File: src/rtl/tec_params.svh
`ifndef TEC_PARAMS_SVH
`define TEC_PARAMS_SVH
`define TEC_OFS_CTRL      4'h0
`define TEC_OFS_CMPA      4'h4
`define TEC_OFS_CAPB      4'h8
`define TEC_OFS_PMUX      4'hC
`define TEC_ADDR_HI       3'h1
`define TEC_OFS_RXCTL     4'h4
`define TEC_OFS_RXSTS     4'h8
`define TEC_CTRL_CLK_LSB  1
`define TEC_CTRL_RUN      4
`define TEC_CTRL_CAPMODE  5
`define TEC_CTRL_AUTO_CAPTURE_ENABLE     6
`define TEC_PMUX_INV      0
`define TEC_PMUX_DIV      1
`define TEC_RXC_SCK       5
`define TEC_RXC_POL       6
`define TEC_RXC_EN        7
`define TEC_RST_CTRL      8'h00
`define TEC_RST_CMPA      8'h00
`define TEC_RST_CAPB      8'hFF
`define TEC_RST_PMUX      8'h00
`define TEC_RST_RXCTL     8'h1F
`define TEC_CLK_EXT       3'h7
`define TEC_DIV_BASE      4'hD
`define TEC_RX_DIV_BASE   4'h8
`define TEC_NC_MIN        5'h02
`define TEC_RESP_OKAY     2'h0
`define TEC_RESP_SLVERR   2'h2
`endif

File: src/rtl/tec_pkg.sv
package tec_pkg;
  typedef enum logic [1:0] {
    tec_mode_timer,
    tec_mode_event,
    tec_mode_capture
  } tec_mode_type;
  typedef logic [7:0] tec_byte_type;
endpackage

File: src/rtl/tec_timer3.sv
`timescale 1ns/100ps
`include "tec_params.svh"
module tec_timer3
  import tec_pkg::*;
(
  input  wire logic         aclk,
  input  wire logic         aresetn,
  input  wire logic [4:0]   s_axi_awaddr,
  input  wire logic [2:0]   s_axi_awprot,
  input  wire logic         s_axi_awvalid,
  output logic              s_axi_awready,
  input  wire logic [31:0]  s_axi_wdata,
  input  wire logic [3:0]   s_axi_wstrb,
  input  wire logic         s_axi_wvalid,
  output logic              s_axi_wready,
  output logic [1:0]        s_axi_bresp,
  output logic              s_axi_bvalid,
  input  wire logic         s_axi_bready,
  input  wire logic [4:0]   s_axi_araddr,
  input  wire logic [2:0]   s_axi_arprot,
  input  wire logic         s_axi_arvalid,
  output logic              s_axi_arready,
  output logic [31:0]       s_axi_rdata,
  output logic [1:0]        s_axi_rresp,
  output logic              s_axi_rvalid,
  input  wire logic         s_axi_rready,
  input  wire logic         timer_input_pin,
  output logic              timer_match_interrupt
);
  import tec_pkg::*;

  function automatic logic div_tick(input logic [14:0] p,
                                    input logic [3:0]  n);
    logic [14:0] m;
    m = (15'h0001 << n) - 15'h0001;
    return (p & m) == m;
  endfunction

  tec_byte_type timer_control_reg, compare_capture_a_reg, capture_b_reg;
  tec_byte_type port_mux_control_reg, remote_rx_control_reg;
  tec_byte_type count, next_count;
  logic [14:0]  prescale;
  logic         pin_s1, pin_s2, pin_d;
  logic         filt, filt_d, noise_detect_flag, noise_overflow_flag;
  logic [4:0]   filt_cnt;
  wire          aw_held = ~s_axi_awready; // ready flops double as held
  wire          w_held  = ~s_axi_wready;
  logic [4:0]   aw_addr;
  logic [31:0]  w_data;
  logic [3:0]   w_strb;

  // control decode
  wire [2:0] source_clock_select = timer_control_reg[`TEC_CTRL_CLK_LSB+:3];
  wire run_control             = timer_control_reg[`TEC_CTRL_RUN];
  wire auto_capture_enable     = timer_control_reg[`TEC_CTRL_AUTO_CAPTURE_ENABLE];
  wire input_invert_select     = port_mux_control_reg[`TEC_PMUX_INV];
  wire prescaler_divide_select = port_mux_control_reg[`TEC_PMUX_DIV];
  wire [4:0] noise_reject_count = remote_rx_control_reg[4:0];
  wire rx_sck = remote_rx_control_reg[`TEC_RXC_SCK];
  wire rx_pol = remote_rx_control_reg[`TEC_RXC_POL];
  wire rx_en  = remote_rx_control_reg[`TEC_RXC_EN];
  tec_mode_type mode;
  assign mode = timer_control_reg[`TEC_CTRL_CAPMODE] ? tec_mode_capture :
                (source_clock_select == `TEC_CLK_EXT) ? tec_mode_event :
                tec_mode_timer;

  // divided source clocks
  wire [3:0] div_n = `TEC_DIV_BASE - {1'b0, source_clock_select}
                     + {3'h0, prescaler_divide_select};
  wire src_tick = div_tick(prescale, div_n);
  wire rx_tick  = rx_sck ? src_tick :
                  div_tick(prescale, `TEC_RX_DIV_BASE
                                     + {3'h0, prescaler_divide_select});

  // pin edges after synchroniser
  wire pin_rise = pin_s2 & ~pin_d;
  wire pin_fall = ~pin_s2 & pin_d;
  wire ev_edge  = input_invert_select ? pin_fall : pin_rise;

  // noise reject: accept a level after count minus one filter ticks, a count below 2 taken as 2
  wire [4:0] nc_eff  = (noise_reject_count < `TEC_NC_MIN) ? `TEC_NC_MIN
                                                          : noise_reject_count;
  wire [4:0] nc_done = nc_eff - 5'h01;
  wire filt_diff   = pin_s2 != filt;
  wire filt_accept = filt_diff & (~rx_en | (rx_tick & (filt_cnt + 5'h01
                                                    >= nc_done)));
  wire glitch      = rx_en & ~filt_diff & (filt_cnt != 5'h00);
  wire cap_in      = filt ^ rx_pol;
  wire cap_in_d    = filt_d ^ rx_pol;
  wire cap_rise    = cap_in & ~cap_in_d;
  wire cap_fall    = ~cap_in & cap_in_d;
  wire a_edge = input_invert_select ? cap_fall : cap_rise;
  wire b_edge = input_invert_select ? cap_rise : cap_fall;

  // counter events
  wire hit       = count == compare_capture_a_reg;
  wire tmr_fire  = run_control & (mode == tec_mode_timer) & src_tick & hit;
  wire ev_fire   = run_control & (mode == tec_mode_event) & pin_fall
                   & hit;
  wire cap_fire  = run_control & (mode == tec_mode_capture) & a_edge;
  wire cap_b     = run_control & (mode == tec_mode_capture) & b_edge;
  wire fire      = tmr_fire | ev_fire | cap_fire;
  wire inc = run_control & (((mode != tec_mode_event) & src_tick)
                            | ((mode == tec_mode_event) & ev_edge));

  always_comb begin
    next_count = count;
    if (!run_control) begin
      next_count = 8'h00;
    end else if (fire) begin
      next_count = 8'h00;
    end else if (inc) begin
      next_count = count + 8'h01;
    end
  end

  // bus decode
  wire aw_go   = aw_held & w_held & ~s_axi_bvalid;
  wire wr_en   = aw_go & w_strb[0];
  wire [3:0] wa = {aw_addr[3:2], 2'h0};
  wire wr_hi   = aw_addr[4];
  wire wr_ctrl = wr_en & ~wr_hi & (wa == `TEC_OFS_CTRL);
  wire wr_cmpa = wr_en & ~wr_hi & (wa == `TEC_OFS_CMPA);
  wire wr_pmux = wr_en & ~wr_hi & (wa == `TEC_OFS_PMUX);
  wire wr_rxc  = wr_en & wr_hi & (wa == `TEC_OFS_RXCTL);
  wire wr_map  = ~wr_hi ? (wa != `TEC_OFS_CAPB)
                        : (wa == `TEC_OFS_RXCTL);
  wire rd_go   = s_axi_arvalid & s_axi_arready;
  wire [3:0] ra = {s_axi_araddr[3:2], 2'h0};
  wire rd_hi   = s_axi_araddr[4];
  wire rd_sts  = rd_go & rd_hi & (ra == `TEC_OFS_RXSTS);
  wire rd_map  = ~rd_hi | (ra == `TEC_OFS_RXCTL) | (ra == `TEC_OFS_RXSTS);
  wire [7:0] rx_status = {noise_detect_flag, rx_pol, rx_sck,
                          noise_overflow_flag, filt, 3'h0};
  wire [7:0] rd_byte =
    ~rd_hi ? ((ra == `TEC_OFS_CTRL) ? timer_control_reg :
              (ra == `TEC_OFS_CMPA) ? compare_capture_a_reg :
              (ra == `TEC_OFS_CAPB) ? capture_b_reg : port_mux_control_reg)
           : ((ra == `TEC_OFS_RXCTL) ? remote_rx_control_reg :
              (ra == `TEC_OFS_RXSTS) ? rx_status : 8'h00);

  // synchroniser and edge history
  always_ff @(posedge aclk) begin
    pin_s1 <= timer_input_pin;
    pin_s2 <= pin_s1;
    pin_d  <= pin_s2;
    filt_d <= filt;
  end

  always_ff @(posedge aclk) begin
    if (!aresetn) begin
      prescale <= 15'h0000;
      count    <= 8'h00;
      timer_match_interrupt <= 1'b0;
    end else begin
      prescale <= prescale + 15'h0001;
      count    <= next_count;
      timer_match_interrupt <= fire;
    end
  end

  // noise reject stage
  always_ff @(posedge aclk) begin
    if (!aresetn) begin
      filt     <= 1'b0;
      filt_cnt <= 5'h00;
    end else if (filt_accept) begin
      filt     <= pin_s2;
      filt_cnt <= 5'h00;
    end else if (!filt_diff) begin
      filt_cnt <= 5'h00;
    end else if (rx_tick) begin
      filt_cnt <= filt_cnt + 5'h01;
    end
  end

  // set wins over read clear
  always_ff @(posedge aclk) begin
    if (!aresetn) begin
      noise_detect_flag   <= 1'b0;
      noise_overflow_flag <= 1'b0;
    end else begin
      noise_detect_flag   <= glitch
                             | (noise_detect_flag & ~rd_sts);
      noise_overflow_flag <= (glitch & noise_detect_flag)
                             | (noise_overflow_flag & ~rd_sts);
    end
  end

  // data registers; B untouched until its own edge in capture mode
  always_ff @(posedge aclk) begin
    if (!aresetn) begin
      compare_capture_a_reg <= `TEC_RST_CMPA;
      capture_b_reg         <= `TEC_RST_CAPB;
    end else begin
      if (cap_fire) begin
        compare_capture_a_reg <= count;
      end else if (wr_cmpa) begin
        compare_capture_a_reg <= w_data[7:0];
      end
      if (cap_b) begin
        capture_b_reg <= count;
      end else if (auto_capture_enable && mode != tec_mode_capture) begin
        capture_b_reg <= count; // unsynchronised copy
      end
    end
  end

  always_ff @(posedge aclk) begin
    if (!aresetn) begin
      timer_control_reg     <= `TEC_RST_CTRL;
      port_mux_control_reg  <= `TEC_RST_PMUX;
      remote_rx_control_reg <= `TEC_RST_RXCTL;
    end else begin
      if (wr_ctrl) timer_control_reg <= w_data[7:0];
      if (wr_pmux) port_mux_control_reg <= w_data[7:0];
      if (wr_rxc) remote_rx_control_reg <= w_data[7:0];
    end
  end

  // axi write path, address and data in either order
  always_ff @(posedge aclk) begin
    if (!aresetn) begin
      s_axi_awready <= 1'b1;
      s_axi_wready  <= 1'b1;
      aw_addr <= 5'h00;
      w_data  <= 32'h0000_0000;
      w_strb  <= 4'h0;
      s_axi_bvalid <= 1'b0;
      s_axi_bresp  <= `TEC_RESP_OKAY;
    end else begin
      if (s_axi_awvalid && s_axi_awready) begin
        s_axi_awready <= 1'b0;
        aw_addr <= s_axi_awaddr;
      end else if (aw_go) begin
        s_axi_awready <= 1'b1;
      end
      if (s_axi_wvalid && s_axi_wready) begin
        s_axi_wready <= 1'b0;
        w_data <= s_axi_wdata;
        w_strb <= s_axi_wstrb;
      end else if (aw_go) begin
        s_axi_wready <= 1'b1;
      end
      if (aw_go) begin
        s_axi_bvalid <= 1'b1;
        s_axi_bresp  <= wr_map ? `TEC_RESP_OKAY : `TEC_RESP_SLVERR;
      end else if (s_axi_bready) begin
        s_axi_bvalid <= 1'b0;
      end
    end
  end

  // axi read path
  always_ff @(posedge aclk) begin
    if (!aresetn) begin
      s_axi_arready <= 1'b0;
      s_axi_rvalid  <= 1'b0;
      s_axi_rdata   <= 32'h0000_0000;
      s_axi_rresp   <= `TEC_RESP_OKAY;
    end else begin
      s_axi_arready <= ~s_axi_rvalid & ~rd_go;
      if (rd_go) begin
        s_axi_rvalid <= 1'b1;
        s_axi_rdata  <= {24'h000000, rd_byte};
        s_axi_rresp  <= rd_map ? `TEC_RESP_OKAY : `TEC_RESP_SLVERR;
      end else if (s_axi_rready) begin
        s_axi_rvalid <= 1'b0;
      end
    end
  end

  a_timer_match: assert property (@(posedge aclk)
    disable iff (!aresetn)
    tmr_fire |=> timer_match_interrupt && count == 8'h00)
    else $error("timer match did not interrupt and clear");
  a_timer_step: assert property (@(posedge aclk)
    disable iff (!aresetn)
    (run_control && mode == tec_mode_timer && src_tick && !hit && !wr_ctrl)
    |=> count == $past(count) + 8'h01)
    else $error("timer did not step on source tick");
  a_auto_copy: assert property (@(posedge aclk)
    disable iff (!aresetn)
    (auto_capture_enable && mode != tec_mode_capture)
    |=> capture_b_reg == $past(count))
    else $error("auto capture copy missing");
  a_event_step: assert property (@(posedge aclk)
    disable iff (!aresetn)
    (run_control && mode == tec_mode_event && ev_edge && !ev_fire
     && !wr_ctrl) |=> count == $past(count) + 8'h01)
    else $error("event edge not counted");
  a_event_match: assert property (@(posedge aclk)
    disable iff (!aresetn)
    ev_fire |=> timer_match_interrupt && count == 8'h00)
    else $error("event match lost");
  a_no_low_match: assert property (@(posedge aclk)
    disable iff (!aresetn)
    (mode == tec_mode_event && !pin_fall && !wr_ctrl)
    |=> !timer_match_interrupt)
    else $error("interrupt without falling edge");
  a_capture_a: assert property (@(posedge aclk)
    disable iff (!aresetn)
    cap_fire |=> compare_capture_a_reg == $past(count)
                 && count == 8'h00 && timer_match_interrupt)
    else $error("register A capture wrong");
  a_capture_b: assert property (@(posedge aclk)
    disable iff (!aresetn)
    cap_b |=> capture_b_reg == $past(count) && !timer_match_interrupt)
    else $error("register B capture wrong");
  a_stop_clear: assert property (@(posedge aclk)
    disable iff (!aresetn)
    !run_control |=> count == 8'h00)
    else $error("stopped counter not cleared");
  a_read_clear: assert property (@(posedge aclk)
    disable iff (!aresetn)
    (rd_sts && !glitch) |=> !noise_detect_flag && !noise_overflow_flag)
    else $error("status read did not clear flags");
endmodule

File: config.mk
export PLATFORM = sky130hd
export DESIGN_NAME = tec_timer3
export DESIGN_NICKNAME = d
export VERILOG_FILES = /design/src/rtl/tec_pkg.sv /design/src/rtl/tec_timer3.sv
export VERILOG_INCLUDE_DIRS = /design/src /design/src/rtl
export SDC_FILE = /design/constraint.sdc
export NUM_CORES = 1
export LEC_CHECK = 0
export BUFFER_PORTS_ARGS = -buffer_cell sky130_fd_sc_hd__buf_2
export CAP_MARGIN = 30
export CORE_UTILIZATION = 45
export CTS_CLUSTER_SIZE = 14
export DETAILED_ROUTE_END_ITERATION = 10
export PLACE_DENSITY_LB_ADDON = 0.3
export SYNTH_ARGS = -nofsm -noshare
export SYNTH_HDL_FRONTEND = slang
export SYNTH_SLANG_ARGS = --single-unit
File: constraint.sdc
create_clock -name aclk -period 3.7 [get_ports aclk]
set_clock_uncertainty 0.15 [all_clocks]
set_input_delay 0.74 -clock aclk [delete_from_list [all_inputs] [get_ports aclk]]
set_output_delay 0.74 -clock aclk [all_outputs]
set_load 0.01 [all_outputs]
==> metrics <==
post-synthesis average cell area=between 9 and 10 um^2; GRT Total Usage=between 20% and 30%; unrepaired setup endpoints after global routing=true; WL final=13,100 um; ys flop type=dfxtp_1; RR Endpoint=count[7]; Via density=5.37; total CTS buffers=9; CTS tree=done; post-DR wirelength/cell=15.7 um; row count=40; Hold Slack=192 ps; Critical Path RT=~3800 ps; 1st-pass router iterations=4; Distinct cells, synth=74; VDD IR max=0.327 mV; fillcell total=approximately 1,100; core box area=12,200 um^2; delay-heaviest family, CP=simple AND/OR/NAND/NOR gates; Final HPWL DP=approximately 9300 um; CP dominant cell by count=ha_4; Mapped Area=5700 um^2; DRC=0; status=complete, no violations; Max Cap Viol=0; worst path bufs/invs=4; Worst R2R Path Depth=16; Die Ht=115 um; Fmax=0.273 GHz; post-layout power=between 0.002 and 0.0025 W; Fin. Hold Viols=0; vias in the first global route=between 4,000 and 5,000; total number of vias=4,487; DP Cell Count=820; Sink Count=103; RR Startpoint=timer_control_reg[1]; sequential area share after synthesis=a little over a third; Ports=~100; r2r setup slk=40 ps; pwr dens=351 nW/um^2; CP Class=reg2reg; H-tree Lvls=3; Worst Hold Launch=pin_s1; worst-margin pin slew=between 900 and 1000 ps; Period Utilization, post-route=~99%; First DRT Iteration DRCs=roughly 250; DP Worst Slack=-126 ps; CP Cell Sequence=inv_2 -> ha_4 -> inv_2 -> ha_4 -> nand2b_4 -> or3_4 -> ha_4 -> or3_1 -> or4_2 -> nand3_2 -> nor4_4 -> buf_6 -> buf_6 -> o2111a_2 -> and3_1 -> o21ba_2; Critical Path Max Stage Delay=560 ps; Die W=115 um; Slew Limit Headroom=39.5%; Worst setup EP type=flip-flop; port bufs=38; area delta synth->final=14.4%; CTS clk-pin slew, worst paths=70 ps; Largest register FFs=15; setup ws final=36.4 ps; Worst-Skew Late Latency=360 ps; Biggest register=prescale; pin count of the biggest net entering global routing=57; ANT nets after route=0; GPL Wtd Cong=0.850; CP Depth=16; diode count=0; layout cell share with drive strength beyond 1=21.6%; crit path DAT=roughly 3800 ps; crit start category=flip-flop; Static Leak=2.53 nW; initial antenna violation count=0; non-filler instance count after layout=836; Hold/Removal Path Class=reg2reg; first-pass GRT wire length=21,600 um; slowest CP cell=or4_2; crit path max fanout=5; final setup fails=0; die area=13,100 um^2; post-synthesis cell count=roughly 620; min Tclk post-route=~3700 ps; Slew Limit Fails=0; initial core utilization=46.8%; synthesis-stage register bit count=103; maximum clock insertion buffer count=2; total grt overflow=0; root buffer cell=clkbuf_16; worst hold path endpoint=pin_s2; # nets final=737; Post-synth EDFFs=0; WHS Path Cells=0; Ys Warns=0; Post-synth ARST share=0%
## routing by layer
layer  up-vias  share of wire, %  GRT usage (%)
met3        10               4.2           4.82
met5         -                 0              0
li1       2221                 -              -
met2       112                47           34.0
met4         0               1.2           5.71
met1      2144                48           28.6
## metrics by stage
| step | TNS, ps | util (%) | cell area (um^2) |
|---|---|---|---|
| global placement | -140 | 49.4 | 6010 |
| finish | 0 | 53.6 | 6520 |
| detailed placement | -432 | 49.4 | 6010 |
| floorplan | 0 | - | 5800 |
| global route | -662 | 53.6 | 6520 |
| CTS | 0 | 52.2 | 6350 |
## cell type report
class	instances	area, um^2	share of cell area, %
Clock buffer	11	253	3.88
Timing Repair Buffer	71	457	7.01
Multi-Input combinational cell	465	3430	52.6
Sequential cell	103	2060	31.7
Tap cell	168	210	3.23
Inverter	14	52.6	0.806
Clock inverter	4	52.6	0.806
## power breakdown
part           internal [W]  total [W]  switching [W]
clock network      0.000562   0.000984       0.000423
logic             0.0000576   0.000140      0.0000822
registers           0.00113    0.00116      0.0000307
total               0.00175    0.00229       0.000536
## worst max-delay path by stage
| stage | from | to | slack [ps] |
|---|---|---|---|
| 2_1_floorplan | timer_control_reg[1] | count[4] | 20 |
| 3_3_place_gp | timer_control_reg[1] | count[7] | -80 |
| 3_5_place_dp | timer_control_reg[1] | count[7] | -130 |
| 4_1_cts | timer_control_reg[1] | count[7] | 20 |
| 5_1_grt | timer_control_reg[1] | count[3] | -100 |
| 6_report | timer_control_reg[1] | count[7] | 40 |
## cells in the mapped netlist (4+ instances only)
cell / instances / area (um^2)
a21o_1: 4 / 30.0
a311oi_1: 5 / 43.8
nor2b_1: 38 / 238
nand4_1: 8 / 50.1
a21oi_1: 14 / 70.1
inv_1: 14 / 52.6
nand2b_1: 6 / 37.5
xor2_1: 8 / 70.1
clkbuf_1: 22 / 82.6
or3_1: 8 / 50.1
o21ai_0: 18 / 90.1
ha_1: 13 / 163
mux4_2: 7 / 158
nand2_1: 64 / 240
mux2i_1: 43 / 430
nor3_1: 4 / 20.0
xnor2_1: 22 / 193
clkbuf_8: 5 / 68.8
dfxtp_1: 103 / 2060
o211a_1: 8 / 80.1
and2_1: 15 / 93.8
nor3b_1: 7 / 52.6
a21boi_0: 19 / 143
buf_4: 27 / 203
nor2_1: 27 / 101
nand3_1: 30 / 150
## worst register-to-register path, cell delays in order, from the launching register on
cell	delay, ps
dfxtp_2	320
inv_2	60
ha_4	130
inv_2	40
ha_4	270
nand2b_4	50
or3_4	400
ha_4	180
or3_1	320
or4_2	560
nand3_2	100
nor4_4	50
buf_6	150
buf_6	120
o2111a_2	280
and3_1	180
o21ba_2	200
## placed cells by master, fill, tap and decap left out, types with 4 or more instances in the layout
| master | synthesis | routed |
|---|---|---|
| o211a_1 | 8 | 8 |
| clkbuf_16 | 0 | 9 |
| and2_1 | 15 | 15 |
| mux4_2 | 7 | 7 |
| nand4_1 | 8 | 8 |
| inv_1 | 14 | 12 |
| nor3_1 | 4 | 4 |
| a311oi_1 | 5 | 5 |
| ha_1 | 13 | 10 |
| nand2_1 | 64 | 64 |
| nor2_1 | 27 | 25 |
| xnor2_1 | 22 | 22 |
| o21ai_0 | 18 | 16 |
| buf_2 | 0 | 38 |
| nand3_1 | 30 | 29 |
| dfxtp_1 | 103 | 101 |
| a21oi_2 | 1 | 7 |
| xor2_1 | 8 | 8 |
| nor2b_1 | 38 | 38 |
| a21o_1 | 4 | 4 |
| a21boi_0 | 19 | 19 |
| conb_1 | 1 | 26 |
| buf_4 | 27 | 28 |
| or3_1 | 8 | 7 |
| nand2b_1 | 6 | 6 |
| buf_6 | 3 | 5 |
| mux2i_1 | 43 | 42 |
| a21oi_1 | 14 | 7 |
| nor3b_1 | 7 | 7 |
## timing repair
item                                    CTS  global route
hold endpoints to repair                  0             0
gates resized for setup                   5            37
endpoints found under the setup margin   12            13
hold buffers                              0             0
pin swaps                                 2            25
buffers inserted                          0             1
## cells by family after synthesis
group / synth area share (%)
and+or+nand+nor: 23.9
adders and majority gates: 2.86
DFF: 36.2
muxes: 10.8
xor gates and xnor gates: 4.61
other: 0.0658
AOI/OAI and AO/OA: 13.2
buffers and inverters: 8.41
(Power assumes the default switching activity.)
